File: src/rtl/usbirq_pkg.sv
// Constants, types and behaviour notes for the USB device interrupt outputs
// Notes on behaviour
// - Frame start, device state, control, empty, not-ready, ready each get routing bits.
// - Routing bit 0 selects pin a, 1 selects pin b; vbus, wake at 15, 14.
// - Ready clear mode 0 clears on buffer done; mode 1 only by writing zero or by bus reset.
// - Sense 0 gives edge signalling with chosen polarity; sense 1 gives level.
// - Edge mode: a flag clear negates the pin once, then re-asserts if pending.
// - Edge-mode negate lasts 32 cycles of 48 MHz, about 667 ns.
// - With the core clock stopped no negate interval is produced.
// - Level mode: pin stays asserted until every routed flag is cleared.
// - Polarity 0 means falling edge or low level; 1 means rising or high.
// - Interrupt enable register at index 0x10, zero after hard or soft reset.
// - Enable bits 15..12 gate vbus, wake, frame start, device state requests.
// - Enable bits 11..8 gate control, empty, not-ready and ready requests.
// - Vbus and wake enables stay readable and writable with core clock stopped.
// - Qualifiers 7..4 gate device state flag on reset, address, config, suspend.
// - Setup stage completion always sets the control flag.
// - Bus reset reinitialises control and ready flags whatever the qualifier says.
package usbirq_pkg;
	localparam logic [7:0]  IDX_PIN_SETUP = 8'h0e;
	localparam logic [7:0]  IDX_ENABLE    = 8'h10;
	localparam logic [7:0]  IDX_FLAGS     = 8'h20;
	localparam logic [7:0]  IDX_STATUS    = 8'h21;
	localparam logic [7:0]  IDX_MASK      = 8'h22;
	localparam logic [15:0] ENABLE_RST    = 16'h0000;
	localparam logic [15:0] SETUP_RST     = 16'h0000;
	localparam logic [15:0] SETUP_WMASK   = 16'hff07;
	localparam int          SET_POL       = 0;
	localparam int          SET_SENSE     = 1;
	localparam int          SET_READY_CLEAR_MODE      = 2;
	localparam int          FLG_DEV       = 0;
	localparam int          FLG_CTRL      = 1;
	localparam int          FLG_READY_LSB = 8;
	localparam int          ST_PIN_A      = 0;
	localparam int          ST_PIN_B      = 1;
	localparam int          ST_BUS_RESET  = 2;
	localparam int          ST_CONFLICT   = 3;
	localparam logic [3:0]  STATUS_RST    = 4'h0;
	localparam logic [3:0]  MASK_RST      = 4'h0;
	localparam logic        PIN_RST       = 1'b1;
	localparam int          CLK_MHZ       = 100;
	localparam int          REF_MHZ       = 48;
	localparam int          NEG_REF_CYC   = 32;
	localparam int          NEG_TIME_NS   = 667;
	localparam logic [6:0]  NEG_CYC       =
		7'((NEG_REF_CYC * CLK_MHZ + REF_MHZ - 1) / REF_MHZ);

	typedef struct packed {
		logic vbus;
		logic wake;
		logic frame_start;
		logic buf_empty;
		logic buf_notready;
	} usbirq_src_type;

	typedef struct packed {
		logic bus_reset;
		logic set_addr_done;
		logic set_config_done;
		logic sleep_detect;
		logic setup_done;
		logic ctrl_write_status;
		logic ctrl_read_status;
		logic ctrl_done;
		logic ctrl_seq_error;
	} usbirq_evt_type;

	typedef struct packed {
		logic [15:0] enable;
		logic [15:0] setup;
		logic        dev_flag;
		logic        ctrl_flag;
		logic [6:0]  ready;
		logic [3:0]  status;
		logic [3:0]  mask;
		logic [6:0]  neg_cnt;
		logic        req_a_q;
		logic        req_b_q;
		logic        pin_a;
		logic        pin_b;
		logic        irq;
		logic        wr_pend;
		logic        wr_ok;
		logic [7:0]  wr_idx;
		logic [31:0] hrdata;
		logic        hreadyout;
		logic        hresp;
	} usbirq_state_type;
endpackage : usbirq_pkg

File: src/rtl/usbirq_top.sv
// AHB-Lite interrupt output stage of a full-speed USB device controller
//
// Implementation choice: the AHB-Lite slave port.
`timescale 1ns/1ps
module usbirq_top
(
	input  wire logic                 hclk,
	input  wire logic                 hresetn,
	input  wire logic                 hsel,
	input  wire logic [31:0]          haddr,
	input  wire logic [1:0]           htrans,
	input  wire logic                 hwrite,
	input  wire logic [2:0]           hsize,
	input  wire logic [31:0]          hwdata,
	input  wire logic                 hready,
	output logic                      hreadyout,
	output logic                      hresp,
	output logic [31:0]               hrdata,
	input  wire logic                 soft_reset,
	input  wire logic                 core_clk_run,
	input  wire logic                 frame_pulse_out_en,
	input  wire usbirq_pkg::usbirq_src_type src,
	input  wire usbirq_pkg::usbirq_evt_type evt,
	input  wire logic [6:0]           ep_ready_set,
	input  wire logic [6:0]           ep_buf_done,
	input  wire logic                 src_flag_clear,
	output logic                      irq_pin_a,
	output logic                      irq_pin_b,
	output logic                      irq
);
	import usbirq_pkg::*;

	usbirq_state_type st;
	usbirq_state_type next_st;
	logic [7:0]       flags;
	logic             req_a;
	logic             req_b;
	logic             addr_take;
	logic             wr_now;
	logic             neg_trig;
	logic             dev_set;
	logic             ctrl_set;
	logic [3:0]       st_set;

	function automatic logic [31:0] read_word(input usbirq_state_type s,
		input logic [7:0] idx);
		logic [31:0] w;
		w = 32'h0;
		case (idx)
			IDX_PIN_SETUP: w = {16'h0, s.setup};
			IDX_ENABLE:    w = {16'h0, s.enable};
			IDX_FLAGS:     w = {17'h0, s.ready, 6'h0, s.ctrl_flag, s.dev_flag};
			IDX_STATUS:    w = {28'h0, s.status};
			IDX_MASK:      w = {28'h0, s.mask};
			default:       w = 32'h0;
		endcase
		return w;
	endfunction : read_word

	function automatic logic shape(input logic req, input logic pol,
		input logic edge_mode, input logic negating);
		logic act;
		act = req && !(edge_mode && negating);
		return act ? pol : !pol;
	endfunction : shape

	// Flags in enable-bit order 15..8
	assign flags = {src.vbus, src.wake, src.frame_start, st.dev_flag,
		st.ctrl_flag, src.buf_empty, src.buf_notready, |st.ready};
	assign req_a = |(flags & st.enable[15:8] & ~st.setup[15:8]);
	assign req_b = |(flags & st.enable[15:8] & st.setup[15:8]);

	assign addr_take = hsel && htrans[1] && hready;
	assign wr_now    = st.wr_pend && st.wr_ok;

	// A flags register write or a flag owner clear opens a negate window, in edge mode with the core clock running
	assign neg_trig = core_clk_run && !st.setup[SET_SENSE] &&
		(src_flag_clear || (wr_now && st.wr_idx == IDX_FLAGS));

	assign dev_set = (evt.bus_reset && st.enable[7]) ||
		(evt.set_addr_done && st.enable[6]) ||
		(evt.set_config_done && st.enable[5]) ||
		(evt.sleep_detect && st.enable[4]);
	assign ctrl_set = evt.setup_done ||
		(evt.ctrl_write_status && st.enable[3]) ||
		(evt.ctrl_read_status && st.enable[2]) ||
		(evt.ctrl_done && st.enable[1]) ||
		(evt.ctrl_seq_error && st.enable[0]);

	always_comb
	begin
		next_st = st;
		st_set = 4'h0;
		st_set[ST_PIN_A] = req_a && !st.req_a_q;
		st_set[ST_PIN_B] = req_b && !st.req_b_q;
		st_set[ST_BUS_RESET] = evt.bus_reset;
		// Pin b doubles as the frame pulse output
		st_set[ST_CONFLICT] = frame_pulse_out_en &&
			|(st.setup[15:8] & st.enable[15:8]);
		next_st.req_a_q = req_a;
		next_st.req_b_q = req_b;

		// Register writes, applied in the data phase
		if (wr_now)
		begin
			case (st.wr_idx)
				IDX_PIN_SETUP: next_st.setup = hwdata[15:0] & SETUP_WMASK;
				// Register-only path, independent of core_clk_run
				IDX_ENABLE:    next_st.enable = hwdata[15:0];
				IDX_FLAGS:
				begin
					if (!hwdata[FLG_DEV])
						next_st.dev_flag = 1'b0;
					if (!hwdata[FLG_CTRL])
						next_st.ctrl_flag = 1'b0;
					if (st.setup[SET_READY_CLEAR_MODE])
						next_st.ready = st.ready &
							hwdata[FLG_READY_LSB +: 7];
				end
				IDX_STATUS:    next_st.status = st.status & ~hwdata[3:0];
				IDX_MASK:      next_st.mask = hwdata[3:0];
				default:       next_st.setup = st.setup;
			endcase
		end

		// Bus reset reinitialises the transfer flags
		if (evt.bus_reset)
		begin
			next_st.ctrl_flag = 1'b0;
			next_st.ready = 7'h0;
		end
		if (!st.setup[SET_READY_CLEAR_MODE])
			next_st.ready = next_st.ready & ~ep_buf_done;
		// Hardware set wins over any clear in the same cycle
		next_st.ready = next_st.ready | ep_ready_set;
		if (dev_set)
			next_st.dev_flag = 1'b1;
		if (ctrl_set)
			next_st.ctrl_flag = 1'b1;
		next_st.status = next_st.status | st_set;

		if (soft_reset)
		begin
			next_st.enable = ENABLE_RST;
			next_st.setup = SETUP_RST;
		end

		// Negate window, counted only while the core clock runs
		if (neg_trig)
			next_st.neg_cnt = NEG_CYC;
		else if (st.neg_cnt != 7'h0 && core_clk_run)
			next_st.neg_cnt = st.neg_cnt - 7'h1;
		if (!core_clk_run || st.setup[SET_SENSE])
			next_st.neg_cnt = 7'h0;

		next_st.pin_a = shape(req_a, st.setup[SET_POL],
			!st.setup[SET_SENSE], st.neg_cnt != 7'h0);
		next_st.pin_b = shape(req_b, st.setup[SET_POL],
			!st.setup[SET_SENSE], st.neg_cnt != 7'h0);
		next_st.irq = |(st.status & st.mask);

		// Address phase: capture write, answer reads with zero wait
		next_st.hreadyout = 1'b1;
		next_st.hresp = 1'b0;
		next_st.wr_pend = addr_take && hwrite;
		next_st.wr_ok = haddr[31:10] == 22'h0;
		next_st.wr_idx = haddr[9:2];
		if (addr_take && !hwrite)
		begin
			if (haddr[31:10] == 22'h0)
				next_st.hrdata = read_word(next_st, haddr[9:2]);
			else
				next_st.hrdata = 32'h0;
		end
	end

	always_ff @(posedge hclk or negedge hresetn)
	begin
		if (!hresetn)
		begin
			st <= '{enable: ENABLE_RST, setup: SETUP_RST, dev_flag: 1'b0,
				ctrl_flag: 1'b0, ready: 7'h0, status: STATUS_RST,
				mask: MASK_RST, neg_cnt: 7'h0, req_a_q: 1'b0,
				req_b_q: 1'b0, pin_a: PIN_RST, pin_b: PIN_RST, irq: 1'b0,
				wr_pend: 1'b0, wr_ok: 1'b0, wr_idx: 8'h0,
				hrdata: 32'h0, hreadyout: 1'b1, hresp: 1'b0};
		end
		else
		begin
			st <= next_st;
		end
	end

	assign hreadyout = st.hreadyout;
	assign hresp     = st.hresp;
	assign hrdata    = st.hrdata;
	assign irq_pin_a = st.pin_a;
	assign irq_pin_b = st.pin_b;
	assign irq       = st.irq;

	level_pin_a_a: assert property (@(posedge hclk) disable iff (!hresetn)
		st.setup[SET_SENSE] && !(wr_now && st.wr_idx == IDX_PIN_SETUP)
		&& !soft_reset |=>
		irq_pin_a == ($past(req_a) ? st.setup[SET_POL] :
		!st.setup[SET_POL]))
		else $error("pin a level mode mismatch");

	level_pin_b_a: assert property (@(posedge hclk) disable iff (!hresetn)
		st.setup[SET_SENSE] && $past(st.setup[SET_SENSE]) && !req_b
		&& $past(!req_b) |=> irq_pin_b == !$past(st.setup[SET_POL]))
		else $error("pin b not inactive in level mode");

	neg_start_a: assert property (@(posedge hclk) disable iff (!hresetn)
		neg_trig && !soft_reset |=> st.neg_cnt == NEG_CYC)
		else $error("negate window not started");

	neg_hold_a: assert property (@(posedge hclk) disable iff (!hresetn)
		neg_trig && !soft_reset && core_clk_run
		##1 (core_clk_run && !neg_trig && !st.setup[SET_SENSE])[*8] |->
		st.neg_cnt == NEG_CYC - 7'd7)
		else $error("negate window count wrong");

	neg_pin_a: assert property (@(posedge hclk) disable iff (!hresetn)
		st.neg_cnt != 7'h0 && !st.setup[SET_SENSE] |=>
		irq_pin_a == !$past(st.setup[SET_POL]))
		else $error("pin a active during negate");

	no_neg_stop_a: assert property (@(posedge hclk) disable iff (!hresetn)
		!core_clk_run |=> st.neg_cnt == 7'h0)
		else $error("negate window without core clock");

	setup_set_a: assert property (@(posedge hclk) disable iff (!hresetn)
		evt.setup_done |=> st.ctrl_flag)
		else $error("setup completion lost");

	dev_qual_a: assert property (@(posedge hclk) disable iff (!hresetn)
		st.enable[7:4] == 4'h0 && !st.dev_flag |=> !st.dev_flag)
		else $error("device state flag set while unqualified");

	bus_reset_a: assert property (@(posedge hclk) disable iff (!hresetn)
		evt.bus_reset && !ctrl_set && ep_ready_set == 7'h0 |=>
		!st.ctrl_flag && st.ready == 7'h0)
		else $error("bus reset did not clear flags");

	ready_auto_a: assert property (@(posedge hclk) disable iff (!hresetn)
		!st.setup[SET_READY_CLEAR_MODE] && (ep_buf_done & ~ep_ready_set) != 7'h0 |=>
		(st.ready & $past(ep_buf_done & ~ep_ready_set)) == 7'h0)
		else $error("ready flag not cleared on buffer done");

	soft_reset_a: assert property (@(posedge hclk) disable iff (!hresetn)
		soft_reset |=> st.enable == ENABLE_RST && st.setup == SETUP_RST)
		else $error("soft reset left enables set");

	irq_out_a: assert property (@(posedge hclk) disable iff (!hresetn)
		(st.status & st.mask) != 4'h0 |=> irq)
		else $error("interrupt output not raised");

	// Bus side: zero wait, OKAY only
	bus_answer_a: assert property (@(posedge hclk) disable iff (!hresetn)
		1'b1 |-> hreadyout && !hresp)
		else $error("bus answer not ready or not okay");

	rd_enable_a: assert property (@(posedge hclk) disable iff (!hresetn)
		addr_take && !hwrite && haddr[31:10] == 22'h0 &&
		haddr[9:2] == IDX_ENABLE && !wr_now && !soft_reset |=>
		hrdata == {16'h0, $past(st.enable)})
		else $error("enable read data wrong");

	rd_unmapped_a: assert property (@(posedge hclk) disable iff (!hresetn)
		addr_take && !hwrite && haddr[31:10] != 22'h0 |=> hrdata == 32'h0)
		else $error("unmapped read not zero");

	rd_hold_a: assert property (@(posedge hclk) disable iff (!hresetn)
		!(addr_take && !hwrite) |=> $stable(hrdata))
		else $error("read data changed without read");

	enable_write_a: assert property (@(posedge hclk) disable iff (!hresetn)
		wr_now && st.wr_idx == IDX_ENABLE && !soft_reset |=>
		st.enable == $past(hwdata[15:0]))
		else $error("enable write lost");

	setup_write_a: assert property (@(posedge hclk) disable iff (!hresetn)
		wr_now && st.wr_idx == IDX_PIN_SETUP && !soft_reset |=>
		st.setup == ($past(hwdata[15:0]) & SETUP_WMASK))
		else $error("pin setup write lost");

	setup_hold_a: assert property (@(posedge hclk) disable iff (!hresetn)
		!wr_now && !soft_reset |=> $stable(st.setup) && $stable(st.enable))
		else $error("setup or enable changed without write");

	// Flag owners
	dev_clear_a: assert property (@(posedge hclk) disable iff (!hresetn)
		wr_now && st.wr_idx == IDX_FLAGS && !hwdata[FLG_DEV] && !dev_set
		|=> !st.dev_flag)
		else $error("device state flag not cleared");

	ready_keep_a: assert property (@(posedge hclk) disable iff (!hresetn)
		st.setup[SET_READY_CLEAR_MODE] && !evt.bus_reset &&
		!(wr_now && st.wr_idx == IDX_FLAGS) |=>
		(st.ready & $past(st.ready)) == $past(st.ready))
		else $error("ready flag lost in write-clear mode");

	ready_set_a: assert property (@(posedge hclk) disable iff (!hresetn)
		ep_ready_set != 7'h0 |=>
		(st.ready & $past(ep_ready_set)) == $past(ep_ready_set))
		else $error("ready flag not set");

	ctrl_qual_a: assert property (@(posedge hclk) disable iff (!hresetn)
		st.enable[3:0] == 4'h0 && !evt.setup_done && !st.ctrl_flag |=>
		!st.ctrl_flag)
		else $error("control flag set while unqualified");

	dev_set_a: assert property (@(posedge hclk) disable iff (!hresetn)
		dev_set |=> st.dev_flag)
		else $error("qualified device state event lost");

	// Pin shaping
	level_act_b_a: assert property (@(posedge hclk) disable iff (!hresetn)
		st.setup[SET_SENSE] && req_b && !soft_reset &&
		!(wr_now && st.wr_idx == IDX_PIN_SETUP) |=>
		irq_pin_b == st.setup[SET_POL])
		else $error("pin b not active in level mode");

	neg_pin_b_a: assert property (@(posedge hclk) disable iff (!hresetn)
		st.neg_cnt != 7'h0 && !st.setup[SET_SENSE] |=>
		irq_pin_b == !$past(st.setup[SET_POL]))
		else $error("pin b active during negate");

	edge_act_a: assert property (@(posedge hclk) disable iff (!hresetn)
		!st.setup[SET_SENSE] && st.neg_cnt == 7'h0 && req_a |=>
		irq_pin_a == $past(st.setup[SET_POL]))
		else $error("pin a not active in edge mode");

	neg_count_a: assert property (@(posedge hclk) disable iff (!hresetn)
		st.neg_cnt != 7'h0 && core_clk_run && !neg_trig &&
		!st.setup[SET_SENSE] |=>
		st.neg_cnt == $past(st.neg_cnt) - 7'h1)
		else $error("negate window not counting down");

	neg_range_a: assert property (@(posedge hclk) disable iff (!hresetn)
		1'b1 |-> st.neg_cnt <= NEG_CYC)
		else $error("negate count out of range");

	level_no_neg_a: assert property (@(posedge hclk) disable iff (!hresetn)
		st.setup[SET_SENSE] |=> st.neg_cnt == 7'h0)
		else $error("negate window in level mode");

	// Sticky status and summary output
	status_pin_a_a: assert property (@(posedge hclk) disable iff (!hresetn)
		req_a && !st.req_a_q |=> st.status[ST_PIN_A])
		else $error("pin a request edge not recorded");

	status_clear_a: assert property (@(posedge hclk) disable iff (!hresetn)
		wr_now && st.wr_idx == IDX_STATUS && hwdata[ST_PIN_A] &&
		!st_set[ST_PIN_A] |=> !st.status[ST_PIN_A])
		else $error("status bit not cleared by one");

	conflict_a: assert property (@(posedge hclk) disable iff (!hresetn)
		frame_pulse_out_en && |(st.setup[15:8] & st.enable[15:8]) |=>
		st.status[ST_CONFLICT])
		else $error("frame pulse conflict not recorded");

	irq_low_a: assert property (@(posedge hclk) disable iff (!hresetn)
		(st.status & st.mask) == 4'h0 |=> !irq)
		else $error("interrupt output raised while masked");

	bus_reset_st_a: assert property (@(posedge hclk) disable iff (!hresetn)
		evt.bus_reset |=> st.status[ST_BUS_RESET])
		else $error("bus reset not recorded");

	edge_cover_c: cover property (@(posedge hclk) disable iff (!hresetn)
		neg_trig && req_a ##2 irq_pin_a == !st.setup[SET_POL]);
	level_cover_c: cover property (@(posedge hclk) disable iff (!hresetn)
		st.setup[SET_SENSE] && req_b ##1 irq_pin_b == st.setup[SET_POL]);
	irq_cover_c: cover property (@(posedge hclk) disable iff (!hresetn)
		$rose(irq));
	neg_done_c: cover property (@(posedge hclk) disable iff (!hresetn)
		st.neg_cnt == 7'h1 ##1 st.neg_cnt == 7'h0);
	ready_mode_c: cover property (@(posedge hclk) disable iff (!hresetn)
		st.setup[SET_READY_CLEAR_MODE] && ep_buf_done != 7'h0);
endmodule : usbirq_top

File: config.mk
export PLATFORM = sky130hd
export DESIGN_NAME = usbirq_top
export DESIGN_NICKNAME = d
export VERILOG_FILES = /design/src/rtl/usbirq_pkg.sv /design/src/rtl/usbirq_top.sv
export SDC_FILE = /design/constraint.sdc
export NUM_CORES = 1
export LEC_CHECK = 0
export ABC_AREA = 1
export BUFFER_PORTS_ARGS = -buffer_cell sky130_fd_sc_hd__buf_2
export CAP_MARGIN = 20
export CORE_ASPECT_RATIO = 0.8
export CORE_MARGIN = 2
export CORE_UTILIZATION = 54
export CTS_BUF_LIST = sky130_fd_sc_hd__clkbuf_4 sky130_fd_sc_hd__clkbuf_8
export CTS_CLUSTER_DIAMETER = 150
export DETAILED_ROUTE_END_ITERATION = 10
export GPL_TIMING_DRIVEN = 0
export PLACE_DENSITY_LB_ADDON = 0.2
export REMOVE_ABC_BUFFERS = 1
export SLEW_MARGIN = 10
export SYNTH_ARGS = -nofsm -noshare
export SYNTH_HDL_FRONTEND = slang
export SYNTH_SLANG_ARGS = --single-unit
File: constraint.sdc
create_clock -name hclk -period 1.9 [get_ports hclk]
set_input_delay 0.095 -clock hclk [delete_from_list [all_inputs] [get_ports hclk]]
set_output_delay 0.095 -clock hclk [all_outputs]
set_load 0.03 [all_outputs]
==> impl_metrics.env <==
export IMPL_coreArea_um2=9040
export IMPL_critPathCaptureType="register"
export IMPL_skew_ps=7.62
export IMPL_final_nets=870
export IMPL_drv_slew=0
export IMPL_p_sw_frac=0.263
export IMPL_clk_latency_ps=360
export IMPL_synth_edff_count=0
export IMPL_avgSynthCellArea_um2=7.64
export IMPL_finalHoldViolCount=0
export IMPL_async_flop_share=1.00
export IMPL_power_leakage_nw=3.22
export IMPL_grt_pass1_vias=4255
export IMPL_p_per_area_nw_per_um2=626
export IMPL_r2r_start="st[43]"
export IMPL_syn_instance_count=654
export IMPL_worst_slack_ps=127
export IMPL_overflow=0
export IMPL_seqPwrFrac=0.525
export IMPL_grt_max_degree=54
export IMPL_path_clk_slew_ps=80
export IMPL_drc=0
export IMPL_global_route_usage_total=0.257
export IMPL_drt_wirelength_per_cell_um=14.4
export IMPL_worst_setup_path_startpoint="st[43]"
export IMPL_switchingPower_mw=0.968
export IMPL_tritoncts="yes"
export IMPL_start_kind="register"
export IMPL_rr_endpoint="hrdata[13]"
export IMPL_max_cap_viol_count=0
export IMPL_die_h_um=90.0
export IMPL_dp_slack_ps=-77.1
export IMPL_crit_fanout=13
export IMPL_max_vdd_ir_drop_mv=0.468
export IMPL_rr_worst_depth=11
export IMPL_ys_types=41
export IMPL_syn_area_um2=4990
export IMPL_worstMarginPinSlew_ps=937
export IMPL_start_util=0.553
export IMPL_area_delta_synth_final_pct=17.5
export IMPL_ant_nets=0
export IMPL_setup_viol=0
export IMPL_crit_type="register to register"
export IMPL_pwr_share_clk=0.340
export IMPL_arrival_ps=2020
export IMPL_first_iter_violations=328
export IMPL_cellInternalPower_mw=2.71
export IMPL_num_io_pins=143
export IMPL_drive_gt1_frac=0.223
export IMPL_slew_headroom=0.373
export IMPL_num_vias=4513
export IMPL_max_freq_mhz=564
export IMPL_period_needed_ps=1770
export IMPL_antenna_found_initial=0
export IMPL_htree_num_levels=3
export IMPL_final_cell_mix="183 x nand2_1, 101 x buf_2, 87 x inv_1"
export IMPL_rrSetupSlack_ps=130
export IMPL_rows=31
export IMPL_power_mw=3.68
export IMPL_yosysSeqAreaShare=0.436
export IMPL_final_common_cell="nand2_1"
export IMPL_synth_seq_cells=87
export IMPL_grt_pass1_wl_um=20500
export IMPL_synth_warnings=0
export IMPL_viasPerCell=5.12
export IMPL_min_path_type="primary input to register"
export IMPL_portBuffers=102
export IMPL_gp_congestion=0.923
export IMPL_numCtsBuffers=9
export IMPL_cts_sinks=87
export IMPL_holdWs_ps=25.6
export IMPL_dp_hpwl_um=8830
export IMPL_fillers=797
export IMPL_crit_required_ps=2150
export IMPL_status="finished clean"
export IMPL_die_w_um=112
export IMPL_dr_pass1_iters=5
export IMPL_fin_crit_sh=0.933
export IMPL_drt_wl_total_um=12700
export IMPL_die_area_um2=10000
export IMPL_comb_power_share=0.135
export IMPL_synth_main_ff_cell="dfrtp_1"
export IMPL_cts_root_buffer="clkbuf_8"
export IMPL_endpoint="hrdata[13]"
export IMPL_cts_buffer_depth=2
export IMPL_antenna_cells=0
flip-flops by register name, indices dropped and copies added, names as in the netlist:
register	cells
flags	2
hrdata	16
irq	1
irq_pin_a	1
irq_pin_b	1
st	66
cells by family (layout without fill, tap and decap cells):
group,count (synthesis),in the layout,share of synthesized area
XOR/XNOR,7,7,0.0123
buffers and inverters,144,240,0.141
other,2,18,0.00150
AND/OR/NAND/NOR,362,363,0.340
adder cells (fa/ha/maj),2,2,0.00501
AO/OA/AOI/OAI,50,50,0.0636
flip-flops,87,87,0.436
cell type report:
cell class	instances	area (um2)	area share
well taps	115	144	0.0245
clock buffers	16	189	0.0322
multi-input cells	440	2200	0.375
inverters	97	369	0.0629
repair buffers	127	786	0.134
flip-flops and latches	87	2180	0.371
worst min-delay path by stage:
stage | start | to | depth (start not counted)
floorplan | hresetn | flags[3] | 0
global placement | haddr[8] | st[40] | 1
detailed placement | hresetn | st[52] | 1
CTS | ep_buf_done[4] | st[68] | 4
global route | hwdata[2] | st[58] | 2
finish | ep_buf_done[6] | st[70] | 4
critical path, stage by stage (launching register included):
cell	delay [ps]
dfrtp_1	380
nand2_2	100
inv_2	60
nand2_2	130
nor2_4	90
nand2_8	130
clkinvlp_4	170
or2_2	320
nand3b_1	90
nand3_1	80
nand2_1	70
nand2_1	60
synthesized netlist by cell type (6+ instances only):
| cell | number | area, um2 |
|---|---|---|
| nand3_1 | 49 | 245 |
| a211oi_1 | 7 | 52.6 |
| nor2_4 | 10 | 113 |
| inv_2 | 8 | 30.0 |
| and3_1 | 13 | 81.3 |
| nand2_1 | 185 | 694 |
| o21ai_0 | 19 | 95.1 |
| nand3b_1 | 10 | 75.1 |
| nor4_1 | 6 | 37.5 |
| dfrtp_1 | 85 | 2130 |
| inv_1 | 88 | 330 |
| nand4_1 | 21 | 131 |
| nor2_1 | 44 | 165 |
| xor2_1 | 6 | 52.6 |
| buf_4 | 34 | 255 |
power by group through the flow:
stage	sequential, mW	combinational [mW]	clock (mW)
floorplan	1.96	0.257	0
global placement	1.97	0.431	0
detailed placement	1.97	0.453	0
CTS	1.93	0.487	1.28
global route	1.94	0.555	1.35
finish	1.93	0.495	1.25
metrics by stage:
step | setup TNS [ps] | std cells | cell area (um2) | utilization
6_report | 0 | 882 | 5870 | 0.650
5_1_grt | -6.19 | 882 | 5870 | 0.650
4_1_cts | 0 | 878 | 5800 | 0.642
3_5_place_dp | -200 | 841 | 5390 | 0.597
3_3_place_gp | -2410 | 840 | 5370 | 0.594
2_1_floorplan | 0 | 623 | 4720 | -
repair_timing:
action / 4_1_cts / 5_1_grt
cloned: 0 / 1
setup buffers: 0 / 2
gates resized for setup: 1 / 5
endpoints found under the hold margin: 68 / 0
hold buffers: 21 / 0
setup endpoints to repair: 5 / 8
pin swaps: 0 / 2
layer usage:
metal / vias to the layer above / wire length, um / GRT usage
li1: 2234 / - / -
met1: 2080 / 5740 / 0.364
met2: 184 / 5850 / 0.402
met3: 15 / 917 / 0.0526
met4: 0 / 187 / 0.0751
met5: - / 0 / 0
(Power assumes the default switching activity.)
